### src/core/sac_pkg.sv
// Purpose: Shared constants and carriers for the converter control block.
// Assumes: 8-bit register port, one clock, analog core outside.
// Notes:   Offsets are register indices on the plain register port.
`default_nettype none
package sac_pkg;
  // ==========================================================
  // Register offsets
  localparam logic [2:0] SAC_OFF_SELECT = 3'h0; // conv_select_register
  localparam logic [2:0] SAC_OFF_CTRL_A = 3'h1; // conv_ctrl_status_a
  localparam logic [2:0] SAC_OFF_CTRL_B = 3'h2; // conv_ctrl_status_b
  localparam logic [2:0] SAC_OFF_RES_LO = 3'h3; // result_low_byte
  localparam logic [2:0] SAC_OFF_RES_HI = 3'h4; // result_high_byte
  localparam logic [2:0] SAC_OFF_MISC   = 3'h5; // analog_misc_control

  // ==========================================================
  // Field positions
  localparam int SAC_SEL_REF_LSB   = 6; // reference_select [7:6]
  localparam int SAC_SEL_LEFT      = 5; // left_adjust_result
  localparam int SAC_CA_ENABLE     = 7; // converter_enable
  localparam int SAC_CA_START      = 6; // start_conversion
  localparam int SAC_CA_AUTO       = 5; // auto_trigger_enable
  localparam int SAC_CA_FLAG       = 4; // conversion_complete_flag
  localparam int SAC_CA_IE         = 3; // complete interrupt enable
  localparam int SAC_MISC_CURRENT_SOURCE_CHANNEL     = 0; // current_source_enable
  localparam int SAC_MISC_EXTREF   = 1; // external_ref_input_enable
  localparam int SAC_MISC_REFPIN   = 2; // ref_pin_output_enable

  // ==========================================================
  // Reset values
  localparam logic [7:0] SAC_RST_SELECT = 8'h00;
  localparam logic [7:0] SAC_RST_CTRL   = 8'h00;
  localparam logic [2:0] SAC_RST_TRIG   = 3'h0;
  localparam logic [2:0] SAC_RST_MISC   = 3'h0;

  // ==========================================================
  // Timing counts, in converter clock ticks
  localparam logic [4:0] SAC_CONV_NORMAL = 5'd13;
  localparam logic [4:0] SAC_CONV_FIRST  = 5'd25;
  localparam logic [2:0] SAC_TRIG_FREE   = 3'h0; // source 0: own flag

  // Reference modes driven to the analog core
  typedef enum logic [1:0] {SAC_REF_SUPPLY, SAC_REF_EXT_PIN, SAC_REF_INT_LOW,
                            SAC_REF_INT_HIGH} sac_ref_e;

  // Analog core controls
  typedef struct packed {
    logic       conv_power;
    sac_ref_e   ref_mode;
    logic       ref_pin_output_enable;
    logic       external_ref_input_enable;
    logic       current_source_on;
    logic [4:0] channel;
    logic       diff_path;
    logic       gain_20x;
    logic       sample_hold;
    logic [9:0] dac_code;
  } sac_ana_s;
endpackage
`default_nettype wire

### src/core/sac_ctrl.sv
// Purpose: Register file, sequencing and successive approximation control
//          for a 10-bit converter with auto trigger and result lock.
// Assumes: Inputs synchronous to clk; comparator answers within one clock.
// Notes:   Read data stand one cycle after the read strobe.
//
// The register offsets and strobed register access were left to the implementer.
`default_nettype none
module sac_ctrl
  import sac_pkg::*;
#(
  parameter int TRIG_N = 8
)(
  // Clock and reset
  input  wire logic          clk,
  input  wire logic          resetn,
  // Register port
  input  wire logic [2:0]    reg_addr,
  input  wire logic [7:0]    reg_wdata,
  input  wire logic          reg_wr,
  input  wire logic          reg_rd,
  output var  logic [7:0]    reg_rdata,
  // Trigger sources and comparator
  input  wire logic [TRIG_N-1:0] trig_in,
  input  wire logic          comp_above,
  // Analog core controls and interrupt request
  output var  sac_pkg::sac_ana_s ana,
  output var  logic          irq
);
  import sac_pkg::*;

  // ==========================================================
  // Elaboration check
  if (TRIG_N < 2 || TRIG_N > 8)
  begin : g_chk
    $error("TRIG_N must be 2 to 8");
  end

  // ==========================================================
  // State
  typedef struct packed {
    logic [7:0] sel_raw;
    logic       enable;
    logic       auto_trig;
    logic       flag;
    logic       ie;
    logic [2:0] ps;
    logic [2:0] trig_sel;
    logic [2:0] misc;
    logic [9:0] res;
    logic       lock;
    logic       pend;
    logic       busy;
    logic       first;
    logic [7:0] presc;
    logic [4:0] cnt;
    logic [3:0] idx;
    logic       trig_prev;
    logic [1:0] act_ref;
    logic [4:0] act_ch;
    logic       act_left;
    logic [7:0] rdata;
    logic       irq;
    sac_ana_s   ana;
  } sac_state_s;

  sac_state_s st_q;
  sac_state_s st_d;

  // ==========================================================
  // Functions
  // Prescaler wraps at 2^(ps+1)-1; ps of zero divides by two
  function automatic logic [7:0] presc_top(input logic [2:0] ps);
    presc_top = 8'(({1'b0, 8'hFF}) >> (3'd7 - ps));
  endfunction

  // Ticks in a conversion
  function automatic logic [4:0] conv_len(input logic first);
    conv_len = first ? SAC_CONV_FIRST : SAC_CONV_NORMAL;
  endfunction

  // Alignment of the stored code into the two bytes
  function automatic logic [15:0] align(input logic [9:0] r, input logic left);
    align = left ? {r, 6'h00} : {6'h00, r};
  endfunction

  // Reference decode from select field
  function automatic sac_ref_e ref_dec(input logic [1:0] reference_select);
    ref_dec = sac_ref_e'(reference_select);
  endfunction

  // ==========================================================
  // Combinational helpers
  logic       tick;
  logic       done;
  logic       trig_lvl;
  logic       trig_rise;
  logic       wr_a;
  logic       rd_lo;
  logic       rd_hi;
  logic [4:0] base;
  logic [15:0] view;

  always_comb
  begin
    tick      = st_q.enable && (st_q.presc == presc_top(st_q.ps));
    base      = conv_len(st_q.first) - SAC_CONV_NORMAL;
    done      = st_q.busy && tick && (st_q.cnt == conv_len(st_q.first) - 5'd1);
    // Compare one bit wider, TRIG_N of 8 does not fit the select field
    trig_lvl  = ({1'b0, st_q.trig_sel} < 4'(TRIG_N)) ? trig_in[st_q.trig_sel] : 1'b0;
    trig_rise = trig_lvl && !st_q.trig_prev;
    wr_a      = reg_wr && (reg_addr == SAC_OFF_CTRL_A);
    rd_lo     = reg_rd && (reg_addr == SAC_OFF_RES_LO);
    rd_hi     = reg_rd && (reg_addr == SAC_OFF_RES_HI);
    view      = align(st_q.res, st_q.act_left);
  end

  // ==========================================================
  // Next state
  always_comb
  begin
    st_d = st_q;
    st_d.trig_prev = trig_lvl;

    // Register writes
    if (reg_wr)
    begin
      unique case (reg_addr)
        SAC_OFF_SELECT: st_d.sel_raw = reg_wdata;
        SAC_OFF_CTRL_A:
        begin
          st_d.enable    = reg_wdata[SAC_CA_ENABLE];
          st_d.auto_trig = reg_wdata[SAC_CA_AUTO];
          st_d.ie        = reg_wdata[SAC_CA_IE];
          st_d.ps        = reg_wdata[2:0];
          // Write one clears the flag
          if (reg_wdata[SAC_CA_FLAG])
            st_d.flag = 1'b0;
        end
        SAC_OFF_CTRL_B: st_d.trig_sel = reg_wdata[2:0];
        SAC_OFF_MISC:   st_d.misc = reg_wdata[2:0];
        default: ;
      endcase
    end

    // Prescaler, held at zero while disabled
    if (!st_q.enable || tick)
      st_d.presc = 8'h00;
    else
      st_d.presc = st_q.presc + 8'h01;

    // Software start: zero or start while active does nothing
    if (wr_a && reg_wdata[SAC_CA_START] && reg_wdata[SAC_CA_ENABLE] && st_q.enable
        && !st_q.busy && !st_q.pend)
      st_d.pend = 1'b1;

    // Edge trigger, only when idle; levels and busy-time edges do nothing
    if (st_q.auto_trig && st_q.enable && st_q.trig_sel != SAC_TRIG_FREE
        && trig_rise && !st_q.busy && !st_q.pend)
    begin
      st_d.pend  = 1'b1;
      st_d.presc = 8'h00;
    end

    // Launch on the next converter tick
    if (st_q.pend && tick)
    begin
      st_d.pend = 1'b0;
      st_d.busy = 1'b1;
      st_d.cnt  = 5'd0;
    end

    // Conversion sequence
    if (st_q.busy && tick && !done)
    begin
      st_d.cnt = st_q.cnt + 5'd1;
      // Sample window ends, first trial bit
      if (st_q.cnt == base + 5'd1)
      begin
        st_d.ana.sample_hold = 1'b0;
        st_d.ana.dac_code    = 10'h200;
        st_d.idx             = 4'd9;
      end
      // One decision per tick, most significant first
      else if (st_q.cnt >= base + 5'd2 && st_q.cnt <= base + 5'd11)
      begin
        if (!comp_above)
          st_d.ana.dac_code[st_q.idx] = 1'b0;
        if (st_q.idx != 4'd0)
        begin
          st_d.ana.dac_code[st_q.idx - 4'd1] = 1'b1;
          st_d.idx = st_q.idx - 4'd1;
        end
      end
    end

    // Completion
    if (done)
    begin
      st_d.flag  = 1'b1;
      st_d.first = 1'b0;
      st_d.busy  = 1'b0;
      // Locked result registers drop the code unless the high byte is read in this cycle, a low read in this cycle locks too
      if ((!st_q.lock && !rd_lo) || rd_hi)
      begin
        st_d.res      = st_q.ana.dac_code;
        st_d.act_left = st_q.sel_raw[SAC_SEL_LEFT];
      end
      // Flag as source keeps converting whether cleared or not
      if (st_q.auto_trig && st_q.trig_sel == SAC_TRIG_FREE)
      begin
        st_d.busy = 1'b1;
        st_d.cnt  = 5'd0;
      end
    end

    // Sample phase marker at conversion start
    if ((st_q.pend && tick) || (done && st_d.busy))
      st_d.ana.sample_hold = 1'b1;

    // Result lock by byte reads
    if (rd_lo)
      st_d.lock = 1'b1;
    if (rd_hi)
      st_d.lock = 1'b0;

    // Selection follows the register only between conversions
    if (st_q.enable && !st_q.busy && !st_q.pend)
    begin
      st_d.act_ref = st_q.sel_raw[SAC_SEL_REF_LSB +: 2];
      st_d.act_ch  = st_q.sel_raw[4:0];
    end
    if (st_q.enable && !st_q.busy)
      st_d.act_left = st_q.sel_raw[SAC_SEL_LEFT];

    // Disable aborts; next enable gives a long first conversion
    if (!st_q.enable)
    begin
      st_d.busy  = 1'b0;
      st_d.pend  = 1'b0;
      st_d.first = 1'b1;
      st_d.ana.sample_hold = 1'b0;
    end

    // Analog controls
    st_d.ana.conv_power = st_q.enable;
    st_d.ana.ref_mode   = ref_dec(st_q.act_ref);
    st_d.ana.ref_pin_output_enable = st_q.misc[SAC_MISC_REFPIN]
                                     && st_q.act_ref[1] && st_q.enable;
    st_d.ana.external_ref_input_enable = st_q.misc[SAC_MISC_EXTREF];
    st_d.ana.current_source_on = st_q.misc[SAC_MISC_CURRENT_SOURCE_CHANNEL];
    st_d.ana.channel   = st_q.act_ch;
    st_d.ana.diff_path = st_q.act_ch[4];
    st_d.ana.gain_20x  = st_q.act_ch[4] && st_q.act_ch[3];

    st_d.irq = st_q.flag && st_q.ie;

    // Read data, one cycle after the strobe
    st_d.rdata = 8'h00;
    if (reg_rd)
    begin
      unique case (reg_addr)
        SAC_OFF_SELECT: st_d.rdata = st_q.sel_raw;
        SAC_OFF_CTRL_A: st_d.rdata = {st_q.enable, st_q.pend || st_q.busy,
                                      st_q.auto_trig, st_q.flag, st_q.ie,
                                      st_q.ps};
        SAC_OFF_CTRL_B: st_d.rdata = {5'h00, st_q.trig_sel};
        SAC_OFF_RES_LO: st_d.rdata = view[7:0];
        SAC_OFF_RES_HI: st_d.rdata = view[15:8];
        SAC_OFF_MISC:   st_d.rdata = {5'h00, st_q.misc};
        default:        st_d.rdata = 8'h00;
      endcase
    end
  end

  // ==========================================================
  // State register
  always_ff @(posedge clk or negedge resetn)
  begin
    if (!resetn)
    begin
      st_q <= '0;
      st_q.sel_raw  <= SAC_RST_SELECT;
      st_q.trig_sel <= SAC_RST_TRIG;
      st_q.misc     <= SAC_RST_MISC;
      st_q.first    <= 1'b1;
    end
    else
      st_q <= st_d;
  end

  // Outputs straight from the state register
  assign reg_rdata = st_q.rdata;
  assign ana       = st_q.ana;
  assign irq       = st_q.irq;

  // ==========================================================
  // Assertions
  current_source_channel_follow_a: assert property (@(posedge clk) disable iff (!resetn)
    (reg_wr && reg_addr == SAC_OFF_MISC) |-> ##2
      (ana.current_source_on == $past(reg_wdata[SAC_MISC_CURRENT_SOURCE_CHANNEL], 2)))
    else $error("current source does not follow misc bit");

  lock_blocks_a: assert property (@(posedge clk) disable iff (!resetn)
    (done && (st_q.lock || rd_lo) && !rd_hi) |=> $stable(st_q.res))
    else $error("locked result was overwritten");

  unlock_read_a: assert property (@(posedge clk) disable iff (!resetn)
    rd_hi |=> !st_q.lock)
    else $error("high byte read left result locked");

  flag_on_done_a: assert property (@(posedge clk) disable iff (!resetn)
    done |=> st_q.flag ##1 (irq == $past(st_q.ie)))
    else $error("completion did not set flag");

  chan_hold_a: assert property (@(posedge clk) disable iff (!resetn)
    st_q.busy |=> $stable(st_q.act_ch))
    else $error("channel changed during conversion");

  trig_arm_a: assert property (@(posedge clk) disable iff (!resetn)
    (st_q.auto_trig && st_q.enable && st_q.trig_sel != SAC_TRIG_FREE && trig_rise
     && !st_q.busy && !st_q.pend) |=> st_q.pend && st_q.presc == 8'h00)
    else $error("trigger edge did not arm a conversion");

  conv_length_a: assert property (@(posedge clk) disable iff (!resetn)
    done |-> (st_q.first ? (st_q.cnt == 5'd24) : (st_q.cnt == 5'd12)))
    else $error("conversion length wrong");

  presc_held_a: assert property (@(posedge clk) disable iff (!resetn)
    !st_q.enable |=> (st_q.presc == 8'h00) && !st_q.busy && !st_q.pend)
    else $error("prescaler or conversion active while disabled");

  edge_ignored_a: assert property (@(posedge clk) disable iff (!resetn)
    (st_q.busy && !done) |=> !st_q.pend)
    else $error("start accepted during conversion");

  free_run_a: assert property (@(posedge clk) disable iff (!resetn)
    (done && st_q.enable && st_q.auto_trig && st_q.trig_sel == SAC_TRIG_FREE
     && !wr_a) |=> st_q.busy && st_q.cnt == 5'd0)
    else $error("free running restart missing");

  start_clear_a: assert property (@(posedge clk) disable iff (!resetn)
    (done && !st_q.auto_trig && !wr_a) |=> !st_q.busy && !st_q.pend)
    else $error("start bit not cleared at completion");

  zero_start_a: assert property (@(posedge clk) disable iff (!resetn)
    (wr_a && !reg_wdata[SAC_CA_START] && !st_q.pend && !st_q.auto_trig)
      |=> !st_q.pend)
    else $error("zero write started a conversion");
endmodule
`default_nettype wire

### config.mk
export PLATFORM = sky130hd
export DESIGN_NAME = sac_ctrl
export DESIGN_NICKNAME = d
export VERILOG_FILES = /design/src/core/sac_pkg.sv /design/src/core/sac_ctrl.sv
export SDC_FILE = /design/constraint.sdc
export NUM_CORES = 1
export LEC_CHECK = 0
export BUFFER_PORTS_ARGS = -buffer_cell sky130_fd_sc_hd__buf_2
export CAP_MARGIN = 30
export CORE_UTILIZATION = 30
export CTS_CLUSTER_SIZE = 24
export DETAILED_ROUTE_END_ITERATION = 10
export PLACE_DENSITY = 0.45
export RECOVER_POWER = 25
export SYNTH_ARGS = -nofsm -noshare
export SYNTH_HDL_FRONTEND = slang
export SYNTH_SLANG_ARGS = --single-unit
### constraint.sdc
create_clock -name clk -period 3.3 [get_ports clk]
set_input_delay 0.66 -clock clk [delete_from_list [all_inputs] [get_ports clk]]
set_output_delay 0.66 -clock clk [all_outputs]
set_load 0.05 [all_outputs]
== After elaboration in Yosys (flattened, before gate mapping) ==
Index checks and enable logic that the tools add are counted.

* Reductions and logical operators: 64
* Divide/modulo/power cells: 0
* Add/sub/neg operators: 9
* Multipliers: 0
* Bitwise gates (word level): 3
* Shift-type cells: 1
* Equality and inequality tests: 12
* $lt $le $gt $ge: 7
* Mux-type cells: 47

{| class="wikitable"
|+ Operators with widths
! operator !! count
|-
| 2-to-1 mux 10 bit || 7
|-
| one-hot mux 8 bit (6 select lines) || 1
|-
| logical AND 1 bit || 31
|-
| 2-to-1 mux 5 bit || 5
|-
| 2-to-1 mux 8 bit || 3
|-
| 2-to-1 mux 11 bit || 2
|-
| 2-to-1 mux 1 bit || 16
|-
| 2-to-1 mux 16 bit || 1
|-
| AND reduction 2 bit || 8
|-
| nonzero test 2 bit || 8
|-
| 2-to-1 mux 4 bit || 3
|-
| adder 5 x 1 -> 5 bit, second input constant || 2
|-
| bitwise AND 10 bit || 1
|-
| equality test 5 bit || 2
|-
| less-than comparator 4 x 5 -> 1 bit, second input constant || 2
|-
| NOT 10 bit || 1
|-
| OR 10 bit || 1
|-
| 2-to-1 mux 3 bit || 3
|-
| 2-to-1 mux 9 bit || 1
|-
| adder 8 x 1 -> 8 bit, second input constant || 1
|-
| demux 1 bit (select 4 bit) || 2
|-
| equality test 8 bit || 1
|-
| >= comparator 4 x 1 -> 1 bit, second input constant || 2
|-
| >> shifter 8 x 3 -> 8 bit, first input constant || 1
|-
| other kinds (23) || 38
|}

* Word-level logic and storage cells: 175
* Bits in read-only memories: 0
* Input bits: 24
* Bits in latches: 0
* Bits in writable memories: 0
* Memories kept: 0
* Flip-flop bits (word level): 94

== Logic depth before layout (Yosys ltp) ==
Gate-level depths: netlist (run 1).

* Depth after elaboration: 17
* Gate-level depth with buffers: 9
* Mapped depth without buffers: 8

== Worst setup path after synthesis (run 1) ==
Ideal clock, no wire load.

* Kind: reg2reg
* From: register st_q[59] in the netlist's numbering
* To: register st_q[42] in the netlist's numbering
* Stages on the path, launching flop included: 9
* Slack: 0.666 ns
* Data arrival time: 2.510 ns
* Setup time: 0.124 ns
* Required time: 3.176 ns
* Period minus slack after synthesis: 2.634 ns
* Path through: dfstp_2 inv_1 ha_1 nand4b_1 nor2b_1 clkbuf_1 nand4_1 or3_1 o31a_1

* Word-level cells in the longest chain between the ends: 7

{| class="wikitable"
|+ RTL lines
! item !! line !! source
|-
| from (decl) || sac_ctrl.sv:66 || <nowiki>sac_state_s st_q;</nowiki>
|-
| from (signal assigned) || sac_ctrl.sv:288 || <nowiki>st_q <= st_d;</nowiki>
|-
| 2-to-1 mux 5 bit (*) || sac_ctrl.sv:78 || <nowiki>conv_len = first ? SAC_CONV_FIRST : SAC_CONV_NORMAL;</nowiki>
|-
| subtractor 5 x 4 -> 5 bit / subtractor 5 x 1 -> 5 bit (equally long branches) || sac_ctrl.sv:106, sac_ctrl.sv:107 ||
|-
| adder 5 x 2 -> 5 bit, or another cell as far along || sac_ctrl.sv:184 || <nowiki>else if (st_q.cnt >= base + 5'd2 && st_q.cnt <= base + 5'd11)</nowiki>
|-
| >= comparator 5 bit, or another cell as far along || sac_ctrl.sv:184 ||
|-
| logical AND 1 bit / logical NOT 1 bit (equally long branches) || sac_ctrl.sv:184, sac_ctrl.sv:173 ||
|-
| nonzero test 2 bit (no source line) / logical AND 1 bit (equally long branches) || n/a ||
|-
| AND reduction 3 bit (no source line) || n/a ||
|}

Every way passes the cells marked *; elsewhere a longest branch is shown, timed or not.
A chain may end at the register's enable or synchronous reset.

== Worst setup path in the final report (run 1) ==
Ends and elaborated chain as after synthesis.

==> reports/qor.txt, run 1 <==
Status - finished, violations left
Failing checks - capacitance limit, slew limit
Syn_area_per_cell - 10.5 um2
Final Hold Viols - 0
Tightest Pin Transition - 2.32 ns
Commonest register cell after synthesis - dfrtp_1
Post-Syn Area - 4930 um2
Die Y - 130 um
Setup Fix Bufs, Post-CTS - 0
Row count - 46
Largest net degree at the start of global routing - 94
Pre-Repair DR Iteration Count - 6
Final setup fails - 0
CTS Buf Count - 9
Commonest cells in the netlist - dfrtp_1, mux2_2, o21ai_0, buf_4, nor2_1
Nets - 527
Die W - 130 um
Vias in the first global route - 3511
Vias per cell - 4.97
Clock latency on the worst-skew pair - 0.35 ns
GPL Wtd Cong - 0.833
Flops & latches, synth - 93
DRC - 0
Fmax - 354 MHz
Syn Nets - 506
Post-place instance area - 5220 um2
LEAKAGE - 2.38 nW
Total wire length - 11800 um
Post-synthesis sequential area ratio - 47.2%
CTS Root Cell - clkbuf_16
Post-CTS sizing - 0
GRT Total Usage - 15.0%
Synth area leader - dfrtp_1
Clock Skew - 0.00619 ns
Num Clock Sinks - 93
RSZ-0062 raised after global routing - no
Pwr Density - 590 nW/um2
Tcrit/Tclk final - 85.5%
DPL Wire Length - 8410 um
Initial antenna violation count - 0
Top-count cell post-synth - dfrtp_1
Minimum clock period - 2.82 ns
Area fraction of the dominant cell type after synthesis - 46.7%
Synth warn - 0
VDD IR max - 0.000394 V
Total gr overflow - 0
Port Buf Inserts - 56
Antenna Violating Nets Remaining - 0
Layout cells sized above 1 - 25.3%
Initial Util - 30.9%
CP Capture Type - flop
Total core area - 15900 um2
Worst Path Max Fanout - 8
Async S/R FF share, synth - 100%
Max Slew Vio Count - 94
Ports - 57
Vias - 3528
Hold Buf Count CTS - 0
H-tree Lvls - 3
Number of synthesized flops with an enable pin - 0
Die ar. - 17000 um2
Avg WL per Cell - 16.6 um
DP Worst Slack - 0.476 ns
Data arrival, critical path - 3.06 ns
Final setup TNS - 0 ns
Top cells by area, synth - dfrtp_1, mux2_2, buf_4, o21ai_0, ha_1
CP Class - flop to flop
CP Launch Type - flop
Filler Cell Count - 1639
Worst r2r src - st_q[59]$_DFFE_PN1P_
Clock-pin slew on the worst setup and hold paths - 0.07 ns
Hold wc startpoint - st_d[21]$_DFFE_PN0P_
Syn-to-layout area delta - 11.8%
Final worst slack - 0.479 ns
CP required - 3.54 ns
Yosys cell types - 65
Design area - 5520 um2
Drt initial violations - 257
N_diodes - 0
Max clock buf depth - 2
Critical Path Start - st_q[59]$_DFFE_PN1P_
Synth Instances - 468
CTS tree - done
Worst min path class - flop to flop
Max_cap viols - 1
Worst slew margin - -54.5%
First-pass GRT wire length - 19000 um
-- path summary, 6_finish.rpt --
check                      slack [ns]                      to  cells past startpoint
setup / recovery                 0.48    st_q[42]$_DFFE_PN0P_                      7
hold / removal                   0.37       ana[21]$_DFF_PN0_                      0
setup reg to reg                 0.48    st_q[42]$_DFFE_PN0P_                      7
hold reg to reg                  0.37       ana[21]$_DFF_PN0_                      0
max in group asynchronous        0.83      st_q[53]$_DFF_PN0_                      2
min in group asynchronous        1.12  reg_rdata[7]$_DFF_PN0_                      2
-- flip-flops by register name (all words and copies together), names as in the netlist --
register	cells
irq	1
reg_rdata	8
ana	23
st_q	51
st_d	10
-- critical path, cell delays in order (launching register included) --
cell      delay, ns
dfstp_2        0.53
inv_1          0.07
ha_1           0.35
nand4b_1       0.32
nor2b_1        0.45
nand4_1        0.19
or3_1          0.51
o31a_1         0.27
-- per-layer routing --
metal  wire length, um  up-vias  share of wire [%]  GRT usage (%)
met5                 0        -                  0              0
met1              5720     1723                 49           19.8
met2              5390       78                 46           23.8
met3               485       15                4.1           3.77
met4               165        0                1.4           4.99
li1                  -     1712                  -              -
-- where the power goes --
| part | leakage [nW] | internal (mW) | switching (mW) |
|---|---|---|---|
| Sequential | 1.16 | 1.32 | 0.149 |
| Clock | 0.145 | 0.612 | 0.471 |
| Combinational | 1.07 | 0.241 | 0.464 |
| Total | 2.38 | 2.17 | 1.08 |
-- layout make-up --
cell class                 count  area, um2  share of cell area [%]
multi-input combinational    304       2210                    40.1
tap                          216        270                    4.90
clock inverter                 6       67.6                    1.23
timing repair buffer          62        325                    5.90
inverter                      19       71.3                    1.29
clock buffer                  10        239                    4.33
sequential                    93       2330                    42.2
-- kinds of logic (layout without fill, tap and decap cells) --
group                    count (synthesis)  count (layout)  synth area share, %
AND/OR/NAND/NOR                        129             129                 14.8
AO/OA/AOI/OAI                          106             106                 14.2
flip-flops                              93              93                 47.2
buffers and inverters                   71              97                 7.91
multiplexers                            47              47                 11.0
adder cells (fa/ha/maj)                 14              14                 3.55
XOR/XNOR                                 8               8                 1.42
-- per-stage QoR --
stage | instances | util (%) | hold slack [ns] | total power, mW
detailed placement | 694 | 32.8 | 0.359 | 2.21
CTS | 710 | 34.7 | 0.373 | 3.31
floorplan | 468 | - | 0.350 | 2.10
finish | 710 | 34.6 | 0.370 | 3.26
global placement | 694 | 32.8 | 0.360 | 2.20
global route | 710 | 34.6 | 0.390 | 3.43
-- cell usage in the layout (no fill, tap or decap), types with 3 or more instances in the layout --
master	n
nand2_1	21
xor2_1	5
mux2i_1	8
buf_4	5
nand4b_1	3
clkbuf_16	9
and2_1	5
nor3_1	8
and4b_1	3
mux2_2	37
nand3b_1	6
inv_1	19
nand4_1	6
nand2b_1	5
a22oi_1	6
nor2b_1	9
dfrtp_1	92
xnor2_1	3
buf_2	55
o21ai_0	36
nor2_1	32
ha_1	14
o31ai_1	8
nand3_1	8
a31oi_1	11
a21oi_1	14
a221oi_1	4
and3_1	7
Note: power is estimated with default switching activity, not from simulation.
==> run 2, diff against run 1 <==
--- a/config.mk
+++ b/config.mk
@@ -5,6 +5,7 @@
 export SDC_FILE = /design/constraint.sdc
 export NUM_CORES = 1
 export LEC_CHECK = 0
+export ABC_AREA = 1
 export BUFFER_PORTS_ARGS = -buffer_cell sky130_fd_sc_hd__buf_2
 export CAP_MARGIN = 30
 export CORE_UTILIZATION = 30
==> run 2 against run 1 <==
  * Combinational power shrank 3.1%
  * The flow still finishes with violations (capacitance limit, slew limit)
  * Critical endpoint is now st_q[45]$_DFFE_PN0P_
  * Largest power group unchanged
  * Worst setup slack gained 0.48 ns
  * First-iteration DRC count grew 22%
  * Count of clock-buffer cells in the layout is the same
  * Utilization is essentially flat
  * Critical path depth grew 6
==> reports/qor.txt, run 2 <==
Largest family of logic cells by synthesized area - simple AND/OR/NAND/NOR gates (unchanged)
Final Hold Viols - 0 (unchanged)
Fin util - 34.5% (was 34.6%)
GRT Total Usage - 14.9% (was 15.0%)
Vias in the first global route - 3803 (was 3511)
Synth Area in Compound Gates - 10.3% (was 14.2%)
Most common cell after layout, fill and taps aside - nand2_1 (was dfrtp_1)
Die ar. - 17100 um2 (was 17000 um2)
Post-CTS sizing - 0 (unchanged)
Worst min path class - flop to flop (unchanged)
CTS Buf Count - 9 (unchanged)
Clock latency on the worst-skew pair - 0.35 ns (about the same)
Most frequent CP cell - nand2_1
Flops & latches, synth - 93 (unchanged)
Number of synthesized flops with an enable pin - 0 (unchanged)
Setup Fix Bufs, Post-CTS - 0 (unchanged)
Syn_area_per_cell - 8.01 um2 (was 10.5 um2)
Worst Path Max Fanout - 8 (unchanged)
Nets - 686 (was 527)
Max clock buf depth - 2 (unchanged)
Top cells by area, synth - dfrtp_1, nand2_1, inv_1, o21ai_0, buf_4 (was dfrtp_1, mux2_2, buf_4, o21ai_0, ha_1)
Tightest Pin Transition - 2.15 ns (was 2.32 ns)
Worst slew margin - -43.6% (was -54.5%)
Syn Nets - 659 (was 506)
Area fraction of the dominant cell type after synthesis - 46.3% (was 46.7%)
Multiplexer share of the synthesized area - 0% (was 11.0%)
Avg WL per Cell - 13.5 um (was 16.6 um)
Syn-to-layout area delta - 11.5% (was 11.8%)
Commonest register cell after synthesis - dfrtp_1 (unchanged)
Antenna Violating Nets Remaining - 0 (unchanged)
Max_cap viols - 1 (unchanged)
Final setup fails - 0 (unchanged)
Drt initial violations - 314 (was 257)
N_diodes - 0 (unchanged)
Net Switching - 1.08 mW (about the same)
Clock Skew - 0.0104 ns (was 0.00619 ns)
Status - finished, violations left (unchanged)
DPL Wire Length - 9010 um (was 8410 um)
Initial antenna violation count - 0 (unchanged)
LEAKAGE - 2.82 nW (was 2.38 nW)
Die W - 131 um (was 130 um)
DRC - 0 (unchanged)
Initial Util - 31.0% (was 30.9%)
Final setup TNS - 0 ns (unchanged)
Fmax - 426 MHz (was 354 MHz)
Most frequent cells in the layout - nand2_1, dfrtp_1, inv_1, buf_2, o21ai_0 (was dfrtp_1, buf_2, mux2_2, o21ai_0, nor2_1)
CTS Root Cell - clkbuf_16 (unchanged)
Yosys cell types - 41 (was 65)
Pre-Repair DR Iteration Count - 5 (was 6)
Delay-heaviest family, CP - simple AND/OR/NAND/NOR gates (unchanged)
Minimum clock period - 2.34 ns (was 2.82 ns)
Cell Chain, Critical Path - inv_1 -> ha_1 -> inv_1 -> o21ai_1 -> a21oi_1 -> nand2_1 -> nand2_1 -> inv_1 -> nor2_1 -> nor2_1 -> nand2_2 -> nand2_1 -> nand2_1 (was inv_1 -> ha_1 -> nand4b_1 -> nor2b_1 -> nand4_1 -> or3_1 -> o31a_1)
Tot Pwr - 3.17 mW (was 3.26 mW)
Slowest CP cell - dfstp_2 (unchanged)
Post-Syn Area - 4970 um2 (was 4930 um2)
CP Class - flop to flop (unchanged)
Num Clock Sinks - 93 (unchanged)
Tcrit/Tclk final - 71.1% (was 85.5%)
Switching Share - 34.1% (was 33.3%)
Comb pwr share - 21.6% (was 21.7%)
Port Buf Inserts - 56 (unchanged)
RSZ-0062 raised after global routing - no (unchanged)
WHS - 0.380 ns (was 0.370 ns)
Ports - 57 (unchanged)
Clock-pin slew on the worst setup and hold paths - 0.07 ns (about the same)
Post-synthesis sequential area ratio - 46.8% (was 47.2%)
CP Capture Type - flop (unchanged)
Total core area - 16100 um2 (was 15900 um2)
Async S/R FF share, synth - 100% (unchanged)
Max Slew Vio Count - 41 (was 94)
Post-Synth Adder-Cell Area - 3.52% (was 3.55%)
Die Y - 131 um (was 130 um)
Clk pwr share - 33.3% (about the same)
Synth Instances - 621 (was 468)
Worst path bufs/invs - 3 (was 1)
XOR/XNOR Fraction of Synth Area - 1.58% (was 1.42%)
Layout cells sized above 1 - 14.6% (was 25.3%)
Failing checks - capacitance limit, slew limit (unchanged)
Synth warn - 0 (unchanged)
First-pass GRT wire length - 19300 um (was 19000 um)
Row count - 46 (unchanged)
Vias per cell - 4.52 (was 4.97)
Vias - 3923 (was 3528)
Total wire length - 11700 um (was 11800 um)
Crit path largest cell delay - 0.53 ns (about the same)
H-tree Lvls - 3 (unchanged)
Synth area leader - dfrtp_1 (unchanged)
Total gr overflow - 0 (unchanged)
Hold Buf Count CTS - 0 (unchanged)
CTS tree - done (unchanged)
CP required - 3.54 ns (about the same)
Pwr Density - 572 nW/um2 (was 590 nW/um2)
GPL Wtd Cong - 0.923 (was 0.833)
Data arrival, critical path - 2.59 ns (was 3.06 ns)
Number of flip-flops in the largest register - 51 (unchanged)
Synth Area in Simple Gates - 25.3% (was 14.8%)
Largest net degree at the start of global routing - 54 (was 94)
VDD IR max - 0.000274 V (was 0.000394 V)
Commonest cells in the netlist - nand2_1, dfrtp_1, inv_1, o21ai_0, nor2_1 (was dfrtp_1, mux2_2, o21ai_0, buf_4, nor2_1)
Internal Power - 2.09 mW (was 2.17 mW)
Top-count cell post-synth - nand2_1 (was dfrtp_1)
Biggest register - st_q (unchanged)
CP Launch Type - flop (unchanged)
Seq pwr share - 45.2% (was 45.1%)
## run 2: cell type report
type / instances / area, um2
fillers: 1709 / 10500
flip-flops and latches: 93 / 2330
well taps: 216 / 270
clock inverters: 5 / 60.1
clock buffers: 10 / 239
inverters: 87 / 327
multi-input cells: 400 / 2020
repair buffers: 57 / 299
## run 2: power groups by stage
stage / Sequential (mW) / Combinational [mW] / Clock (mW)
after global placement: 1.45 / 0.693 / 0
final: 1.43 / 0.684 / 1.06
after floorplan: 1.41 / 0.622 / 0
after detailed placement: 1.45 / 0.694 / 0
after CTS: 1.43 / 0.696 / 1.09
after global routing: 1.46 / 0.771 / 1.12
## run 2: metal layers
layer	global-route usage (%)	wire length (um)	up-vias
met5	0	0	-
met4	7.84	327	0
met3	2.65	430	17
met2	23.1	5200	90
met1	20.0	5730	1814
li1	-	-	2002
## run 2: per-stage QoR
step           instance area (um2)  cells  worst slack [ns]
6_report                      5550    868             0.955
5_1_grt                       5550    868             0.539
4_1_cts                       5550    868             0.952
3_5_place_dp                  5250    853             0.962
3_3_place_gp                  5250    853              1.06
2_1_floorplan                 4970    621              1.26
## run 2: cell families (layout without fill, tap and decap cells)
family	after synthesis	in the layout
and+or+nand+nor	286	286
AOI/OAI and AO/OA	91	91
adders and majority gates	14	14
buffers and inverters	128	159
DFF	93	93
xor gates and xnor gates	9	9
## run 2: path summary, 6_finish.rpt
check                                      from                   end  slack (ns)  depth (start not counted)
min in group asynchronous                resetn  st_d[22]$_DFFE_PN0P_        0.93                          1
min                        st_d[21]$_DFFE_PN0P_     ana[21]$_DFF_PN0_        0.38                          0
max in group asynchronous                resetn    ana[7]$_DFFE_PN0P_        1.13                          1
max reg2reg                st_q[59]$_DFFE_PN1P_  st_q[45]$_DFFE_PN0P_        0.96                         13
min reg2reg                st_d[21]$_DFFE_PN0P_     ana[21]$_DFF_PN0_        0.38                          0
max                        st_q[59]$_DFFE_PN1P_  st_q[45]$_DFFE_PN0P_        0.96                         13
